<file path="src/core/dpc_map.vh">
// Offsets, field positions, reset values and codes of the delay and probe config bank.
// Assumes inclusion by bare name from the core files.
`ifndef DPC_MAP_VH
`define DPC_MAP_VH
// ********************************
// Register offsets
// ********************************
`define DPC_OFS_MISC        8'hE8
`define DPC_OFS_DLY_A       8'hE9
`define DPC_OFS_DLY_B       8'hEA
`define DPC_OFS_DLY_F       8'hEB
`define DPC_OFS_DLY_V       8'hEC
`define DPC_OFS_DLY_I2      8'hED
`define DPC_OFS_DLY_I4      8'hEE
`define DPC_OFS_RSVD        8'hEF
`define DPC_OFS_PMODE       8'hF0
`define DPC_OFS_PGRP        8'hF1
`define DPC_OFS_PSWAP       8'hF2
`define DPC_OFS_PCNT        8'hF3
`define DPC_OFS_FIRST       8'hE8
`define DPC_NUM_BYTES       12
// ********************************
// Field positions in misc_settings
// ********************************
`define DPC_MISC_DLY_EN     0
`define DPC_MISC_TMR_LO     1
`define DPC_MISC_TMR_HI     2
`define DPC_MISC_REG_OUT    3
`define DPC_MISC_TRIM_SUM   4
`define DPC_MISC_MASK       8'h1F
// ********************************
// Codes, reset values and trim bit positions
// ********************************
`define DPC_MODE_ANALOG     8'h01
`define DPC_MODE_DIGITAL    8'h02
`define DPC_RST_BYTE        8'h00
`define DPC_TRIM_LSB        12
`define DPC_TRIM_MSB        19
`endif

</file>
<file path="src/core/dpc_scale.v">
// Delay scaler: base delay shifted by a rate step of zero to three.
// Assumes a registered base and step from the same clock.
`timescale 1ns/1ps
`default_nettype none
module dpc_scale #(
    parameter W = 8
) (
    input  wire         CLOCK,
    input  wire         RESET_N,
    input  wire [W-1:0] BASE,
    input  wire [1:0]   STEP,
    input  wire         ENABLE,
    output reg  [W+2:0] DELAY
);
    // Registered shift, zero when delay is disabled
    always @(posedge CLOCK) begin
        if (!RESET_N) begin
            DELAY <= {(W+3){1'b0}};
        end else if (ENABLE) begin
            DELAY <= {3'b000, BASE} << STEP;
        end else begin
            DELAY <= {(W+3){1'b0}};
        end
    end
endmodule
`default_nettype wire

</file>
<file path="src/core/dpc_group_check.v">
// Probe group code checker for the analog and digital valid lists.
// Assumes a combinational use by the bank on one clock.
`timescale 1ns/1ps
`default_nettype none
`include "dpc_map.vh"
module dpc_group_check (
    input  wire [7:0] CODE,
    input  wire [7:0] MODE,
    output reg        VALID
);
    // Lookup of accepted codes per mode
    always @* begin
        VALID = 1'b0;
        if (MODE == `DPC_MODE_ANALOG) begin
            case (CODE)
                8'h01, 8'h02, 8'h03, 8'h04, 8'h05,
                8'h06, 8'h07, 8'h09, 8'h0A: VALID = 1'b1;
                default: VALID = 1'b0;
            endcase
        end else begin
            case (CODE)
                8'h00, 8'h01, 8'h10, 8'h1B, 8'h1D,
                8'h30, 8'h58, 8'h70, 8'h73, 8'hB9: VALID = 1'b1;
                default: VALID = 1'b0;
            endcase
        end
    end
endmodule
`default_nettype wire

</file>
<file path="src/core/dpc_bank.v">
// Delay and probe configuration byte bank with derived control outputs.
// Assumes a same-clock register port and an external store image for start-up load.
//
// Operation
// (RULE_01) Bit 0 of misc settings turns the firmware receive delay off at 0 and on at 1.
// (RULE_02) With the delay on, each technology's per-rate delay comes from its stored base.
// (RULE_03) Misc bits 2 to 1 pick contactless timer 0, 1 or 2 with codes 00, 01 and 10.
// (RULE_04) Misc bit 3 switches the regulated output on or off.
// (RULE_05) Misc bit 4 set makes the AGC trim the stored trim plus system bits 19 to 12.
// (RULE_06) Type A base is the 848 delay, doubled at 424, times four at 212, eight at 106.
// (RULE_07) Type B uses the same base at 848 and the same doubling steps as type A.
// (RULE_08) Type F base is the 424 delay and twice the base is used at 212.
// (RULE_09) Vicinity base is the fast-high delay and twice the base is the high delay.
// (RULE_10) Each item-management variant uses its own base byte directly.
// (RULE_11) Probe mode value 1 selects analog output and value 2 digital output.
// (RULE_12) Probe group select accepts only the listed valid codes for the current mode; any mode value other than 1 is checked against the digital list.
// (RULE_13) Probe line swap 0 maps line zero onto line one, 1 maps line one onto zero.
// (RULE_14) The pad map count tells how many pad routing entries are valid.
// (RULE_15) A pad routing entry holds the pad in its upper nibble, bit in its lower nibble.
// (RULE_16) The bytes load from storage at start-up and bad group codes are ignored.
`timescale 1ns/1ps
`default_nettype none
`include "dpc_map.vh"
module dpc_bank #(
    parameter DW       = 8,
    parameter MAX_PADS = 4
) (
    input  wire                CLOCK,
    input  wire                RESET_N,
    // Register port
    input  wire [7:0]          ADDR,
    input  wire [7:0]          WDATA,
    input  wire                WR,
    input  wire                RD,
    output reg  [7:0]          RDATA,
    // Start-up load from nonvolatile store
    input  wire                LOAD_VALID,
    input  wire [7:0]          LOAD_ADDR,
    input  wire [7:0]          LOAD_DATA,
    input  wire                LOAD_DONE,
    output reg                 READY,
    // Rate select per technology
    input  wire [1:0]          RATE_A,
    input  wire [1:0]          RATE_B,
    input  wire                RATE_F_SLOW,
    input  wire                RATE_V_HIGH,
    // Trim inputs
    input  wire [7:0]          TRIM_STORED,
    input  wire [31:0]         SYS_SETTINGS,
    // Pad routing entries
    input  wire [8*MAX_PADS-1:0] PAD_ENTRIES,
    // Derived controls
    output reg                 FW_RX_DELAY_ENABLE,
    output reg  [2:0]          TIMER_ONEHOT,
    output reg                 REGULATED_OUT,
    output reg  [7:0]          AGC_TRIM,
    output wire [DW+2:0]       DELAY_A,
    output wire [DW+2:0]       DELAY_B,
    output wire [DW+2:0]       DELAY_F,
    output wire [DW+2:0]       DELAY_V,
    output reg  [DW-1:0]       DELAY_I2,
    output reg  [DW-1:0]       DELAY_I4,
    output reg                 PROBE_MODE_ANALOG,
    output reg                 PROBE_MODE_DIGITAL,
    output reg  [7:0]          PROBE_GROUP,
    output reg                 PROBE_LINE_SWAP,
    output reg  [MAX_PADS-1:0] PAD_ENTRY_VALID,
    output reg  [4*MAX_PADS-1:0] PAD_LOCATION,
    output reg  [4*MAX_PADS-1:0] PAD_BIT
);
    // ********************************
    // Rate step encodings
    // ********************************
    // RATE_A and RATE_B: 0 for 848, 1 for 424, 2 for 212, 3 for 106 kbit/s
    // RATE_F_SLOW: 0 for 424, 1 for 212 kbit/s
    // RATE_V_HIGH: 0 for the fast-high rate, 1 for the high rate
    // Each step doubles the stored base, so a step is a left shift
    // Three spare output bits hold the largest shift without loss
    // Rate selects come from protocol logic on this clock, no sync

    // ********************************
    // Storage
    // ********************************
    // Stored bytes, one per offset
    reg  [7:0] misc_q;
    reg  [7:0] dly_a_q;
    reg  [7:0] dly_b_q;
    reg  [7:0] dly_f_q;
    reg  [7:0] dly_v_q;
    reg  [7:0] dly_i2_q;
    reg  [7:0] dly_i4_q;
    reg  [7:0] rsvd_q;
    reg  [7:0] pmode_q;
    reg  [7:0] pgrp_q;
    reg  [7:0] pswap_q;
    reg  [7:0] pcnt_q;

    // Write path and read mux
    reg  [7:0] rdata_d;
    reg        wr_en;
    reg  [7:0] wr_addr;
    reg  [7:0] wr_data;

    // Derived helpers
    wire       grp_ok;
    wire [7:0] grp_mode;
    wire [8:0] trim_sum;

    // Write source: store load until done, host port after
    // Host writes before ready are dropped, as are loads after it
    // Only one source drives the write path in any cycle
    always @* begin
        wr_en   = READY ? WR : LOAD_VALID;
        wr_addr = READY ? ADDR : LOAD_ADDR;
        wr_data = READY ? WDATA : LOAD_DATA;
    end

    // Mode already stored judges a group write
    // A mode written in the same cycle applies from the next group write
    assign grp_mode = pmode_q;

    // Valid-code screen for group writes
    dpc_group_check u_chk (
        .CODE  (wr_data),
        .MODE  (grp_mode),
        .VALID (grp_ok)
    );

    // Start-up load finish flag
    // Sticky until reset, it hands the write path to the host
    always @(posedge CLOCK) begin
        if (!RESET_N) begin
            READY <= 1'b0;
        end else if (LOAD_DONE) begin
            READY <= 1'b1; // RULE_16
        end
    end

    // ********************************
    // Byte writes
    // ********************************
    // Reset clears every byte; the store load fills them before ready
    always @(posedge CLOCK) begin
        if (!RESET_N) begin
            misc_q   <= `DPC_RST_BYTE;
            dly_a_q  <= `DPC_RST_BYTE;
            dly_b_q  <= `DPC_RST_BYTE;
            dly_f_q  <= `DPC_RST_BYTE;
            dly_v_q  <= `DPC_RST_BYTE;
            dly_i2_q <= `DPC_RST_BYTE;
            dly_i4_q <= `DPC_RST_BYTE;
            rsvd_q   <= `DPC_RST_BYTE;
            pmode_q  <= `DPC_RST_BYTE;
            pgrp_q   <= `DPC_RST_BYTE;
            pswap_q  <= `DPC_RST_BYTE;
            pcnt_q   <= `DPC_RST_BYTE;
        end else if (wr_en) begin
            case (wr_addr)
                // Misc settings, spare top bits kept as written
                `DPC_OFS_MISC:  misc_q   <= wr_data;
                // Delay base bytes and the reserved byte
                `DPC_OFS_DLY_A: dly_a_q  <= wr_data;
                `DPC_OFS_DLY_B: dly_b_q  <= wr_data;
                `DPC_OFS_DLY_F: dly_f_q  <= wr_data;
                `DPC_OFS_DLY_V: dly_v_q  <= wr_data;
                `DPC_OFS_DLY_I2: dly_i2_q <= wr_data;
                `DPC_OFS_DLY_I4: dly_i4_q <= wr_data;
                `DPC_OFS_RSVD:  rsvd_q   <= wr_data;
                // Probe setup bytes, group code screened first
                `DPC_OFS_PMODE: pmode_q  <= wr_data;
                `DPC_OFS_PGRP: begin
                    if (grp_ok) begin
                        pgrp_q <= wr_data; // RULE_12 RULE_16
                    end
                end
                `DPC_OFS_PSWAP: pswap_q  <= wr_data;
                `DPC_OFS_PCNT:  pcnt_q   <= wr_data;
                default: ;
            endcase
        end
    end

    // ********************************
    // Read port
    // ********************************
    // Decode on the live address; unmapped offsets read zero
    always @* begin
        case (ADDR)
            `DPC_OFS_MISC:   rdata_d = misc_q;
            `DPC_OFS_DLY_A:  rdata_d = dly_a_q;
            `DPC_OFS_DLY_B:  rdata_d = dly_b_q;
            `DPC_OFS_DLY_F:  rdata_d = dly_f_q;
            `DPC_OFS_DLY_V:  rdata_d = dly_v_q;
            `DPC_OFS_DLY_I2: rdata_d = dly_i2_q;
            `DPC_OFS_DLY_I4: rdata_d = dly_i4_q;
            `DPC_OFS_RSVD:   rdata_d = rsvd_q;
            `DPC_OFS_PMODE:  rdata_d = pmode_q;
            `DPC_OFS_PGRP:   rdata_d = pgrp_q;
            `DPC_OFS_PSWAP:  rdata_d = pswap_q;
            `DPC_OFS_PCNT:   rdata_d = pcnt_q;
            default:         rdata_d = 8'h00;
        endcase
    end

    // Read data one cycle after the strobe, zero otherwise
    // Zero between reads keeps a stale byte off the bus
    always @(posedge CLOCK) begin
        if (!RESET_N) begin
            RDATA <= 8'h00;
        end else if (RD) begin
            RDATA <= rdata_d;
        end else begin
            RDATA <= 8'h00;
        end
    end

    // ********************************
    // Misc controls
    // ********************************
    // Trim sum wraps at eight bits, carry dropped
    assign trim_sum = {1'b0, TRIM_STORED} + {1'b0, SYS_SETTINGS[`DPC_TRIM_MSB:`DPC_TRIM_LSB]};

    // Misc outputs follow the stored byte one cycle later
    always @(posedge CLOCK) begin
        if (!RESET_N) begin
            FW_RX_DELAY_ENABLE <= 1'b0;
            TIMER_ONEHOT       <= 3'b001;
            REGULATED_OUT      <= 1'b0;
            AGC_TRIM           <= 8'h00;
        end else begin
            FW_RX_DELAY_ENABLE <= misc_q[`DPC_MISC_DLY_EN]; // RULE_01
            // Code 11 selects no timer
            case (misc_q[`DPC_MISC_TMR_HI:`DPC_MISC_TMR_LO])
                2'b00:   TIMER_ONEHOT <= 3'b001; // RULE_03
                2'b01:   TIMER_ONEHOT <= 3'b010; // RULE_03
                2'b10:   TIMER_ONEHOT <= 3'b100; // RULE_03
                default: TIMER_ONEHOT <= 3'b000;
            endcase
            REGULATED_OUT <= misc_q[`DPC_MISC_REG_OUT]; // RULE_04
            if (misc_q[`DPC_MISC_TRIM_SUM]) begin
                AGC_TRIM <= trim_sum[7:0]; // RULE_05
            end else begin
                AGC_TRIM <= TRIM_STORED;
            end
        end
    end

    // ********************************
    // Delay derivation
    // ********************************
    // Type A, four rates
    dpc_scale #(.W(DW)) u_sa (
        .CLOCK   (CLOCK),
        .RESET_N (RESET_N),
        .BASE    (dly_a_q),
        .STEP    (RATE_A),                   // RULE_06 RULE_02
        .ENABLE  (misc_q[`DPC_MISC_DLY_EN]),
        .DELAY   (DELAY_A)
    );

    // Type B, same steps as type A
    dpc_scale #(.W(DW)) u_sb (
        .CLOCK   (CLOCK),
        .RESET_N (RESET_N),
        .BASE    (dly_b_q),
        .STEP    (RATE_B),                   // RULE_07
        .ENABLE  (misc_q[`DPC_MISC_DLY_EN]),
        .DELAY   (DELAY_B)
    );

    // Type F, two rates
    dpc_scale #(.W(DW)) u_sf (
        .CLOCK   (CLOCK),
        .RESET_N (RESET_N),
        .BASE    (dly_f_q),
        .STEP    ({1'b0, RATE_F_SLOW}),      // RULE_08
        .ENABLE  (misc_q[`DPC_MISC_DLY_EN]),
        .DELAY   (DELAY_F)
    );

    // Vicinity protocol, two rates
    dpc_scale #(.W(DW)) u_sv (
        .CLOCK   (CLOCK),
        .RESET_N (RESET_N),
        .BASE    (dly_v_q),
        .STEP    ({1'b0, RATE_V_HIGH}),      // RULE_09
        .ENABLE  (misc_q[`DPC_MISC_DLY_EN]),
        .DELAY   (DELAY_V)
    );

    // Item-management variants, no scaling
    // Same enable as the scaled bases
    always @(posedge CLOCK) begin
        if (!RESET_N) begin
            DELAY_I2 <= {DW{1'b0}};
            DELAY_I4 <= {DW{1'b0}};
        end else if (misc_q[`DPC_MISC_DLY_EN]) begin
            DELAY_I2 <= dly_i2_q; // RULE_10
            DELAY_I4 <= dly_i4_q; // RULE_10
        end else begin
            DELAY_I2 <= {DW{1'b0}};
            DELAY_I4 <= {DW{1'b0}};
        end
    end

    // ********************************
    // Probe controls
    // ********************************
    // Mode flags, group and swap follow the stored bytes
    always @(posedge CLOCK) begin
        if (!RESET_N) begin
            PROBE_MODE_ANALOG  <= 1'b0;
            PROBE_MODE_DIGITAL <= 1'b0;
            PROBE_GROUP        <= 8'h00;
            PROBE_LINE_SWAP    <= 1'b0;
        end else begin
            PROBE_MODE_ANALOG  <= (pmode_q == `DPC_MODE_ANALOG);  // RULE_11
            PROBE_MODE_DIGITAL <= (pmode_q == `DPC_MODE_DIGITAL); // RULE_11
            PROBE_GROUP        <= pgrp_q;
            // Swap only for the exact value 1
            PROBE_LINE_SWAP    <= (pswap_q == 8'h01);             // RULE_13
        end
    end

    // Pad routing entry split and valid flags
    // Entries past the count still split, the valid flag masks them
    genvar gi;
    generate
        for (gi = 0; gi < MAX_PADS; gi = gi + 1) begin : g_pad
            always @(posedge CLOCK) begin
                if (!RESET_N) begin
                    PAD_ENTRY_VALID[gi]      <= 1'b0;
                    PAD_LOCATION[4*gi +: 4]  <= 4'h0;
                    PAD_BIT[4*gi +: 4]       <= 4'h0;
                end else begin
                    PAD_ENTRY_VALID[gi]     <= (pcnt_q > gi);                 // RULE_14
                    PAD_LOCATION[4*gi +: 4] <= PAD_ENTRIES[8*gi+4 +: 4];      // RULE_15
                    PAD_BIT[4*gi +: 4]      <= PAD_ENTRIES[8*gi +: 4];        // RULE_15
                end
            end
        end
    endgenerate
endmodule
`default_nettype wire

</file>
<file path="config.mk">
export PLATFORM = sky130hd
export DESIGN_NAME = dpc_bank
export DESIGN_NICKNAME = d
export VERILOG_FILES = /design/src/core/dpc_scale.v /design/src/core/dpc_group_check.v /design/src/core/dpc_bank.v
export VERILOG_INCLUDE_DIRS = /design/src /design/src/core
export SDC_FILE = /design/constraint.sdc
export NUM_CORES = 1
export LEC_CHECK = 0
export ABC_AREA = 1
export BUFFER_PORTS_ARGS = -buffer_cell sky130_fd_sc_hd__buf_2
export CORE_MARGIN = 2
export CORE_UTILIZATION = 52
export DETAILED_ROUTE_END_ITERATION = 10
export PLACE_DENSITY = 0.88
export SYNTH_ARGS = -nofsm -noshare
export SYNTH_HDL_FRONTEND = slang
export SYNTH_SLANG_ARGS = --single-unit
export TNS_END_PERCENT = 50
</file>
<file path="constraint.sdc">
create_clock -name CLOCK -period 2.9 [get_ports CLOCK]
set_input_delay 0.29 -clock CLOCK [delete_from_list [all_inputs] [get_ports CLOCK]]
set_output_delay 0.29 -clock CLOCK [all_outputs]
set_load 0.05 [all_outputs]
</file>
==> results of run 1 <==
==> state kept, by name (all words and copies together), names as in the netlist, 9 cells and up <==
| name | count |
|---|---|
| PAD_LOCATION | 16 |
| PAD_BIT | 16 |
| u_sa.DELAY | 11 |
| u_sf.DELAY | 9 |
| u_sv.DELAY | 9 |
| u_sb.DELAY | 11 |
==> layout make-up <==
class	count	area share (%)
Timing Repair Buffer	258	13.30
Multi-Input combinational cell	725	31.60
Clock buffer	31	6.013
Inverter	186	6.258
Clock inverter	9	0.9465
Sequential cell	221	39.38
Tap cell	225	2.506
==> layer usage <==
metal / GRT usage [%] / vias to the layer above / wire length (um) / part of all wire (%)
met3: 3.891 / 88 / 2027 / 8.4
met2: 43.15 / 401 / 11680 / 48
met1: 31.56 / 3847 / 9562 / 39
met4: 11.81 / 0 / 967 / 4.0
li1: - / 4237 / - / -
met5: 0 / - / 0 / 0
==> cell families after synthesis <==
family          after synthesis  share of synthesized area [%]
buf+inv                     243                          11.28
xor+xnor                      5                         0.4879
flops                       221                          49.29
compound gates              313                          18.68
fa+ha+maj                    11                          1.617
simple gates                392                          18.61
other cells                   1                        0.04178
==> how the worst max path moves through the flow <==
stage | to | slack [ps] | from
3_5_place_dp | pgrp_q[6]$_SDFFE_PN0P_ | 430 | READY$_SDFFE_PN0P_
6_report | pgrp_q[6]$_SDFFE_PN0P_ | 390 | READY$_SDFFE_PN0P_
5_1_grt | pgrp_q[7]$_SDFFE_PN0P_ | 150 | READY$_SDFFE_PN0P_
3_3_place_gp | pgrp_q[5]$_SDFFE_PN0P_ | 530 | READY$_SDFFE_PN0P_
4_1_cts | pgrp_q[7]$_SDFFE_PN0P_ | 400 | READY$_SDFFE_PN0P_
2_1_floorplan | pgrp_q[0]$_SDFFE_PN0P_ | 60 | READY$_SDFFE_PN0P_
==> cell usage after synthesis, types with 6 or more instances <==
library cell	instances
a21oi_1	115
buf_4	14
clkbuf_1	34
dfxtp_1	221
ha_1	10
inv_1	183
nand2_1	209
nand2_2	15
nand3_1	28
nor2_1	108
nor3_1	11
o21ai_0	136
o21ai_1	18
o22ai_1	26
or2_2	6
==> report_power, final <==
part           total (mW)  internal [mW]  switching, mW  leakage [nW]
combinational       0.649          0.203          0.447          3.20
sequential           3.08           3.07         0.0116          1.79
clock                2.99           1.81           1.18         0.380
total                6.72           5.08           1.64          5.37
==> repair_timing <==
| item | in CTS | in global routing |
|---|---|---|
| resized for setup | 0 | 0 |
| hold buffers | 33 | 0 |
| setup buffers | 0 | 0 |
| hold endpoints to repair | 33 | 0 |
==> worst max-delay path, stage by stage, from the launching register on <==
cell	delay, ps
dfxtp_1	430
inv_6	90
or2_2	270
o21ai_0	150
inv_1	200
ha_1	270
o211ai_1	190
nor2_1	60
nor2_1	120
nand3_2	270
a21oi_1	250
nor2_1	70
==> impl_metrics.csv, run 1 <==
group,metric,value,unit
status,status,"finished clean",
final_layout,diodes,0,
sta,fmax,397.9,MHz
sta,setup_viol,0,
sta,relSlewSlack,24.77,%
worst_hold_path,hp-class,"input port to register",
placement,place_ws,432.8,ps
synthesis,synth_ff_type,"dfxtp_1",
sta,clock_skew,32.35,ps
sta,maxSlewViolCount,0,
route,viasPerCell,5.180,
setup_path,criticalPathCategory,"register to register",
sta,layout_setup_ws,386.7,ps
grt,antenna_found_initial,0,
route,wl,24240,um
grt,grt_pass1_wl,37410,um
cts,h-tree-depth,1,
worst_hold_path,min_to,"AGC_TRIM[6]$_SDFF_PN0_",
floorplanning,initial_core_util,52.63,%
power_and_ir_drop,irDropWorstVdd,379.7,uV
sta,period_minus_slack,2513,ps
final_layout,fillers,1385,
sta,timing.final.hold_violations,0,
sta,tightest_slew,1121,ps
floorplanning,dieHeight,135.4,um
synthesis,synth_edf_count,0,
final_layout,synthToLayoutAreaGrowth,25.17,%
placement,dp.cells,1582,
route,drtAntennaViolNets,0,
sta,rsz0062_at_grt,"no",
route,vias,8573,
grt,track_usage,25.30,%
floorplanning,fp-row-count,48,
synthesis,ys_warn_count,0,
final_layout,nets,1541,
placement,place_congestion,0.9462,
setup_path,critPathCaptureType,"register",
run,drv_cap,0,
synthesis,async_flop_share,0,%
final_layout,final_cell_area,11240,um2
sta,post-route-period-util,86.67,%
cts,cts_root_buffer,"clkbuf_16",
floorplanning,dieArea,18330,um2
sta,holdWs,54.17,ps
final_layout,multi_input_area,3551,um2
cts,clock_latency,520,ps
cts,cts.sinks,221,
cts,cts_buffer_depth,3,
placement,io_buffers,216,
route,drtIter0Drc,835,
synthesis,yosys_register_bits,221,
power_and_ir_drop,p_total,6.723,mW
setup_path,critPathRequiredTime,3280,ps
final_layout,final_cell_mix,"221 x dfxtp_1, 215 x buf_2, 209 x nand2_1",
final_layout,final_common_cell,"dfxtp_1",
final_layout,finalNonFillerCells,1655,
final_layout,seqCellArea,4424,um2
route,dr.pass1.iters,5,
final_layout,drive_gt1_share,21.12,%
setup_path,startpoint_type,"register",
setup_path,critPathMaxFanout,16,
power_and_ir_drop,power.leakage,5.366,nW
synthesis,synth_top_area_share,49.29,%
synthesis,yosysSeqAreaShare,49.29,%
final_layout,fin_util,65.87,%
cts,cts_made_buffers,22,
floorplanning,core_area,17060,um2
route,wl_per_cell,14.65,um
setup_path,crit_arrival,2890,ps
worst_hold_path,hold_start,"TRIM_STORED[6]",
setup_path,reg2reg_depth,11,
sta,tns,0,ps
grt,grt_max_degree,147,
grt,overflow,0,
synthesis,netlist_area,8976,um2
setup_path,rrSetupSlack,390,ps
cts,clk_pin_slew,70,ps
setup_path,reg2reg_from,"READY$_SDFFE_PN0P_",
power_and_ir_drop,power_density,598.4,nW/um2
route,drc_errors,0,
grt,grt_pass1_vias,7864,
cts,cts_tree,"done",
worst_hold_path,hold_depth,3,
synthesis,netlist_instances,1186,
setup_path,r2r-end,"pgrp_q[6]$_SDFFE_PN0P_",
placement,dp_hpwl,16470,um
synthesis,syn_avg_cell_area,7.568,um2
synthesis,ys_types,43,
synthesis,synth_area_leaders,"dfxtp_1 49%, nand2_1 8.7%, inv_1 7.7%",
placement,postPlaceCellArea,10120,um2
floorplanning,die_x,135.4,um
synthesis,synth_area_leader_cell,"dfxtp_1",
floorplanning,ios,245,
Note: power is estimated with default switching activity, not from simulation.
==> run 2: changes to the inputs <==
Settings changed: ABC_AREA 1 to 0, CORE_UTILIZATION 52 to 53, PLACE_DENSITY 0.88 to 0.89.
==> run 2 against run 1 <==
- design area rose by 4.4%
- fmax fell by 6.0%
- non-clock buffer count rose by 12
==> impl_metrics.csv, run 2 <==
group,metric,value,unit
sta,period_minus_slack,2674,ps
worst_hold_path,hold_start,"PAD_ENTRIES[18]",
setup_path,startpoint_type,"register",
sta,setup_viol,0,
power_and_ir_drop,irDropWorstVdd,504.6,uV
synthesis,synth_common_cells,"221 x dfxtp_1, 108 x nor2_1, 83 x a21oi_1",
placement,postPlaceCellArea,10650,um2
grt,grt_pass1_wl,39560,um
floorplanning,dieArea,18850,um2
synthesis,synth_area_leader_cell,"dfxtp_1",
setup_path,cpMaxStageDelayCell,"dfxtp_4",
grt,track_usage,26.60,%
synthesis,ys_warn_count,0,
setup_path,cp-startpoint,"READY$_SDFFE_PN0P_",
grt,overflow,0,
placement,io_buffers,216,
floorplanning,fp-row-count,48,
sta,relSlewSlack,33.99,%
synthesis,synthAdderAreaFrac,1.541,%
sta,clock_skew,16.82,ps
route,drc_errors,0,
cts,cts_tree,"done",
synthesis,yosys.area_share.simple,23.24,%
setup_path,reg2reg_from,"READY$_SDFFE_PN0P_",
final_layout,fillers,1345,
synthesis,netlist_area,9418,um2
synthesis,synth_top_area_share,46.98,%
grt,antenna_found_initial,1,
placement,place_ws,147.8,ps
final_layout,finalNonFillerCells,1457,
setup_path,critPathCaptureType,"register",
power_and_ir_drop,p_total,6.761,mW
sta,holdWs,9.609,ps
route,viasPerCell,5.647,
floorplanning,dieHeight,137.3,um
run,drv_cap,0,
floorplanning,die_x,137.3,um
final_layout,final_cell_area,11730,um2
setup_path,criticalPathCategory,"register to register",
status,status,"finished clean",
route,wl,25750,um
placement,place_congestion,0.9327,
synthesis,async_flop_share,0,%
setup_path,cp_top_family,"simple AND/OR/NAND/NOR gates",
final_layout,final_cell_mix,"220 x dfxtp_1, 215 x buf_2, 108 x nor2_1",
cts,cts_buffer_depth,3,
setup_path,critPathMaxStageDelay,460,ps
synthesis,yosys_register_bits,221,
route,drtAntennaViolNets,0,
synthesis,synth_xor_xnor_area_share,0.3720,%
placement,dp.cells,1385,
grt,grt_max_degree,76,
cts,cts_root_buffer,"clkbuf_16",
synthesis,syn_avg_cell_area,9.513,um2
sta,layout_setup_ws,226.1,ps
setup_path,critPathBufInv,2,
synthesis,ys_types,66,
sta,tightest_slew,989.2,ps
sta,post-route-period-util,92.20,%
cts,cts.sinks,221,
cts,cts_made_buffers,24,
synthesis,yosysMostFrequentCell,"dfxtp_1",
power_and_ir_drop,power.leakage,5.191,nW
sta,maxSlewViolCount,0,
grt,grt_pass1_vias,7718,
power_and_ir_drop,power_density,576.3,nW/um2
placement,dp_hpwl,17590,um
cts,h-tree-depth,1,
synthesis,synth_ff_type,"dfxtp_1",
final_layout,reg.largest.list,"PAD_BIT (16), PAD_LOCATION (16)",
setup_path,critPathMaxFanout,17,
final_layout,synthToLayoutAreaGrowth,24.58,%
floorplanning,initial_core_util,54.26,%
floorplanning,core_area,17360,um2
synthesis,muxShareOfSynthArea,11.60,%
synthesis,synth_edf_count,0,
final_layout,diodes,0,
worst_hold_path,hp-class,"input port to register",
cts,clk_pin_slew,60,ps
final_layout,nets,1343,
setup_path,crit_top_cell,"buf_4",
final_layout,drive_gt1_share,26.87,%
synthesis,yosysSeqAreaShare,46.98,%
route,vias,8227,
synthesis,netlist_instances,990,
setup_path,path_cells,"buf_4 -> mux2_4 -> nor4_2 -> nor3_1 -> or4_4 -> a311oi_4 -> buf_4 -> mux2i_1",
synthesis,synth_compound_area_share,11.07,%
route,dr.pass1.iters,5,
synthesis,synth_area_leaders,"dfxtp_1 47%, mux2i_1 6.4%, nor3b_1 5.7%",
final_layout,final_common_cell,"dfxtp_1",
synthesis,synth_top_family_by_area,"simple AND/OR/NAND/NOR gates",
route,wl_per_cell,17.67,um
route,drtIter0Drc,751,
cts,clock_latency,510,ps
setup_path,critPathRequiredTime,3330,ps
sta,fmax,374.0,MHz
sta,timing.final.hold_violations,0,
setup_path,crit_arrival,3100,ps
floorplanning,ios,245,
sta,rsz0062_at_grt,"no",
run 2: changes by cell type in the layout (fill, tap and decap cells not counted), sizes merged, moves of 26 or more:
cell and change:
o22ai -26, and2 +40, inv -164, nand2 -164, nor2b +36, o21ai -146, mux2i +60, a21oi -34
nor3b +71
run 2: kinds of logic after synthesis:
logic type	Yosys count
xor+xnor	4
compound gates	163
other cells	1
buf+inv	96
simple gates	401
flops	221
fa+ha+maj	11
mux	93
run 2: path summary, 6_finish.rpt:
kind	end	slack (ps)	cells past startpoint
max	pgrp_q[4]$_SDFFE_PN0P_	230	8
min	PAD_BIT[10]$_SDFF_PN0_	10	2
max reg2reg	pgrp_q[4]$_SDFFE_PN0P_	230	8
min reg2reg	PROBE_GROUP[0]$_SDFF_PN0_	470	2
run 2: stage by stage:
| stage | utilization, % | setup TNS (ps) |
|---|---|---|
| CTS | 67.39 | 0 |
| detailed placement | 61.34 | 0 |
| global placement | 61.34 | 0 |
| finish | 67.60 | 0 |
| floorplan | - | -388.1 |
| global route | 67.60 | 0 |
run 2: worst register-to-register path, stage by stage (launching register included):
cell      delay [ps]
dfxtp_4          460
buf_4            180
mux2_4           420
nor4_2           280
nor3_1            80
or4_4            430
a311oi_4         290
buf_4            250
mux2i_1          210
run 2: per-layer routing:
layer / wire length, um / global-route usage [%] / part of all wire [%] / vias up
li1: - / - / - / 3910
met1: 10510 / 33.99 / 41 / 3831
met2: 12340 / 44.78 / 48 / 407
met3: 2007 / 4.452 / 7.8 / 77
met4: 877 / 10.71 / 3.4 / 2
met5: 13 / 0 / 0.050 / -
run 2: area by class of cell:
cell class	count	area, um2	share of cell area (%)
Clock buffer	38	744.5	6.345
Clock inverter	4	45.04	0.3839
Inverter	23	91.34	0.7785
Multi-Input combinational cell	676	4588	39.11
Sequential cell	221	4428	37.74
Tap cell	225	281.5	2.399
Timing Repair Buffer	270	1554	13.25
run 2: what timing repair did:
action | CTS | global route
endpoints found under the setup margin | 0 | 8
buffers inserted | 0 | 4
hold endpoints to repair | 26 | 0
hold buffers | 26 | 0
resized for setup | 0 | 1
run 2: report_power, final:
part / internal (mW) / total (mW) / switching [mW]
combinational: 0.242 / 0.670 / 0.427
sequential: 3.07 / 3.09 / 0.0159
clock: 1.84 / 3.01 / 1.17
total: 5.15 / 6.76 / 1.61
==> run 3: changes to the inputs <==
--- a/constraint.sdc
+++ b/constraint.sdc
@@ -3,2 +3,2 @@
 set_output_delay 0.29 -clock CLOCK [all_outputs]
-set_load 0.05 [all_outputs]
+set_load 0.02 [all_outputs]
==> run 3 against run 2 <==
- power fell by 1.7%
- register-to-register slack got worse by 80 ps
- routed wire length rose by 1.5%
- combinational power fell by 11%
- clock skew rose by 12 ps
- critical path depth rose by 2
- critical endpoint is now pgrp_q[7]$_SDFFE_PN0P_
==> impl_metrics.csv, run 3 (same netlist as run 2, synthesis figures left out) <==
group,metric,value,unit
status,status,"finished clean",
route,viasPerCell,5.766,
final_layout,synthToLayoutAreaGrowth,24.14,%
placement,io_buffers,216,
cts,clk_pin_slew,60,ps
floorplanning,dieHeight,137.3,um
grt,antenna_found_initial,0,
placement,dp_hpwl,17380,um
route,drtAntennaViolNets,0,
route,wl,26120,um
route,wl_per_cell,17.94,um
final_layout,final_cell_mix,"220 x dfxtp_1, 215 x buf_2, 108 x nor2_1",
sta,rsz0062_at_grt,"no",
cts,clock_latency,530,ps
final_layout,drive_gt1_share,26.40,%
floorplanning,fp-row-count,48,
cts,cts.sinks,221,
floorplanning,dieArea,18850,um2
setup_path,crit_arrival,3190,ps
cts,cts_root_buffer,"clkbuf_16",
setup_path,critPathCaptureType,"register",
route,dr.pass1.iters,5,
worst_hold_path,hp-class,"input port to register",
placement,place_ws,129.6,ps
power_and_ir_drop,power_density,568.5,nW/um2
route,drc_errors,0,
floorplanning,ios,245,
grt,overflow,0,
final_layout,final_common_cell,"dfxtp_1",
floorplanning,core_area,17360,um2
sta,timing.final.hold_violations,0,
setup_path,rrSetupSlack,140,ps
cts,cts_buffer_depth,3,
setup_path,startpoint_type,"register",
sta,period_minus_slack,2756,ps
floorplanning,die_x,137.3,um
final_layout,nets,1345,
route,vias,8396,
grt,grt_max_degree,65,
floorplanning,initial_core_util,54.26,%
setup_path,crit_top_cell,"mux2i_1",
sta,relSlewSlack,40.03,%
setup_path,critPathRequiredTime,3330,ps
cts,cts_tree,"done",
placement,place_congestion,0.8857,
power_and_ir_drop,power.leakage,5.189,nW
final_layout,diodes,0,
run,drv_cap,0,
setup_path,cpMaxStageDelayCell,"dfxtp_4",
sta,layout_setup_ws,144.2,ps
cts,post_cts_resized,0,
setup_path,critPathMaxFanout,14,
route,drtIter0Drc,974,
grt,grt_pass1_vias,7877,
final_layout,fillers,1306,
grt,grt_pass1_wl,39800,um
setup_path,critPathMaxStageDelay,430,ps
sta,setup_viol,0,
sta,maxSlewViolCount,0,
grt,track_usage,26.87,%
sta,tns,0,ps
final_layout,reg.largest.list,"PAD_BIT (16), PAD_LOCATION (16)",
setup_path,cp_top_family,"multiplexers",
setup_path,criticalPathCategory,"register to register",
setup_path,critPathBufInv,2,
sta,post-route-period-util,95.03,%
sta,fmax,362.9,MHz
power_and_ir_drop,irDropWorstVdd,553.5,uV
sta,clock_skew,28.72,ps
cts,cts_made_buffers,23,
sta,tightest_slew,898.6,ps
cts,h-tree-depth,1,
setup_path,path_cells,"mux2_4 -> inv_1 -> ha_1 -> nor2b_2 -> mux2i_1 -> nor4b_1 -> o21bai_1 -> a311oi_4 -> buf_4 -> mux2i_1",
-- run 3: path summary, 6_finish.rpt --
path,end,from,depth (start not counted)
worst max register to register,pgrp_q[7]$_SDFFE_PN0P_,READY$_SDFFE_PN0P_,10
worst min register to register,PROBE_GROUP[0]$_SDFF_PN0_,pgrp_q[0]$_SDFFE_PN0P_,2
worst min-delay path,PAD_BIT[9]$_SDFF_PN0_,PAD_ENTRIES[17],2
worst max-delay path,pgrp_q[7]$_SDFFE_PN0P_,READY$_SDFFE_PN0P_,10
-- run 3: layout make-up --
cell class              instances  area [um2]  share of cell area (%)
repair buffers                273        1587                   13.57
well taps                     225       281.5                   2.408
clock inverters                10       132.6                   1.134
clock buffers                  28       624.3                   5.340
flip-flops and latches        221        4428                   37.87
inverters                      23       86.33                  0.7384
multi-input cells             676        4552                   38.93
-- run 3: timing repair --
action	4_1_cts	5_1_grt
endpoints found under the setup margin	0	2
setup buffers	0	3
hold buffers	30	0
endpoints found under the hold margin	30	0
-- run 3: worst register-to-register path, stage by stage (launching register included) --
cell and delay, ps:
dfxtp_4 430, mux2_4 420, inv_1 120, ha_1 220, nor2b_2 200, mux2i_1 90, nor4b_1 320, o21bai_1 170
a311oi_4 260, buf_4 240, mux2i_1 220
-- run 3: metal layers --
| layer | global-route usage, % | vias to the layer above | routed length (um) |
|---|---|---|---|
| met5 | 0 | - | 0 |
| met4 | 12.94 | 0 | 1224 |
| met3 | 4.489 | 105 | 2347 |
| met2 | 45.44 | 503 | 12500 |
| met1 | 33.29 | 3879 | 10060 |
| li1 | - | 3909 | - |
-- run 3: where the power goes --
part | leakage, nW | switching [mW] | total [mW] | internal [mW]
sequential | 1.79 | 0.0142 | 3.08 | 3.07
combinational | 3.02 | 0.354 | 0.595 | 0.241
clock | 0.378 | 1.18 | 2.97 | 1.79
-- run 3: metrics by stage --
step                instances  instance area (um2)  hold WS [ps]  total power, mW  util [%]
floorplan                 993                 9460         399.5            3.517         -
global placement         1385                10610         454.4            3.673     61.14
detailed placement       1385                10610         450.5            3.690     61.14
CTS                      1453                11670         7.915            6.658     67.23
global route             1456                11690         2.988            6.827     67.36
finish                   1456                11690         6.235            6.646     67.36
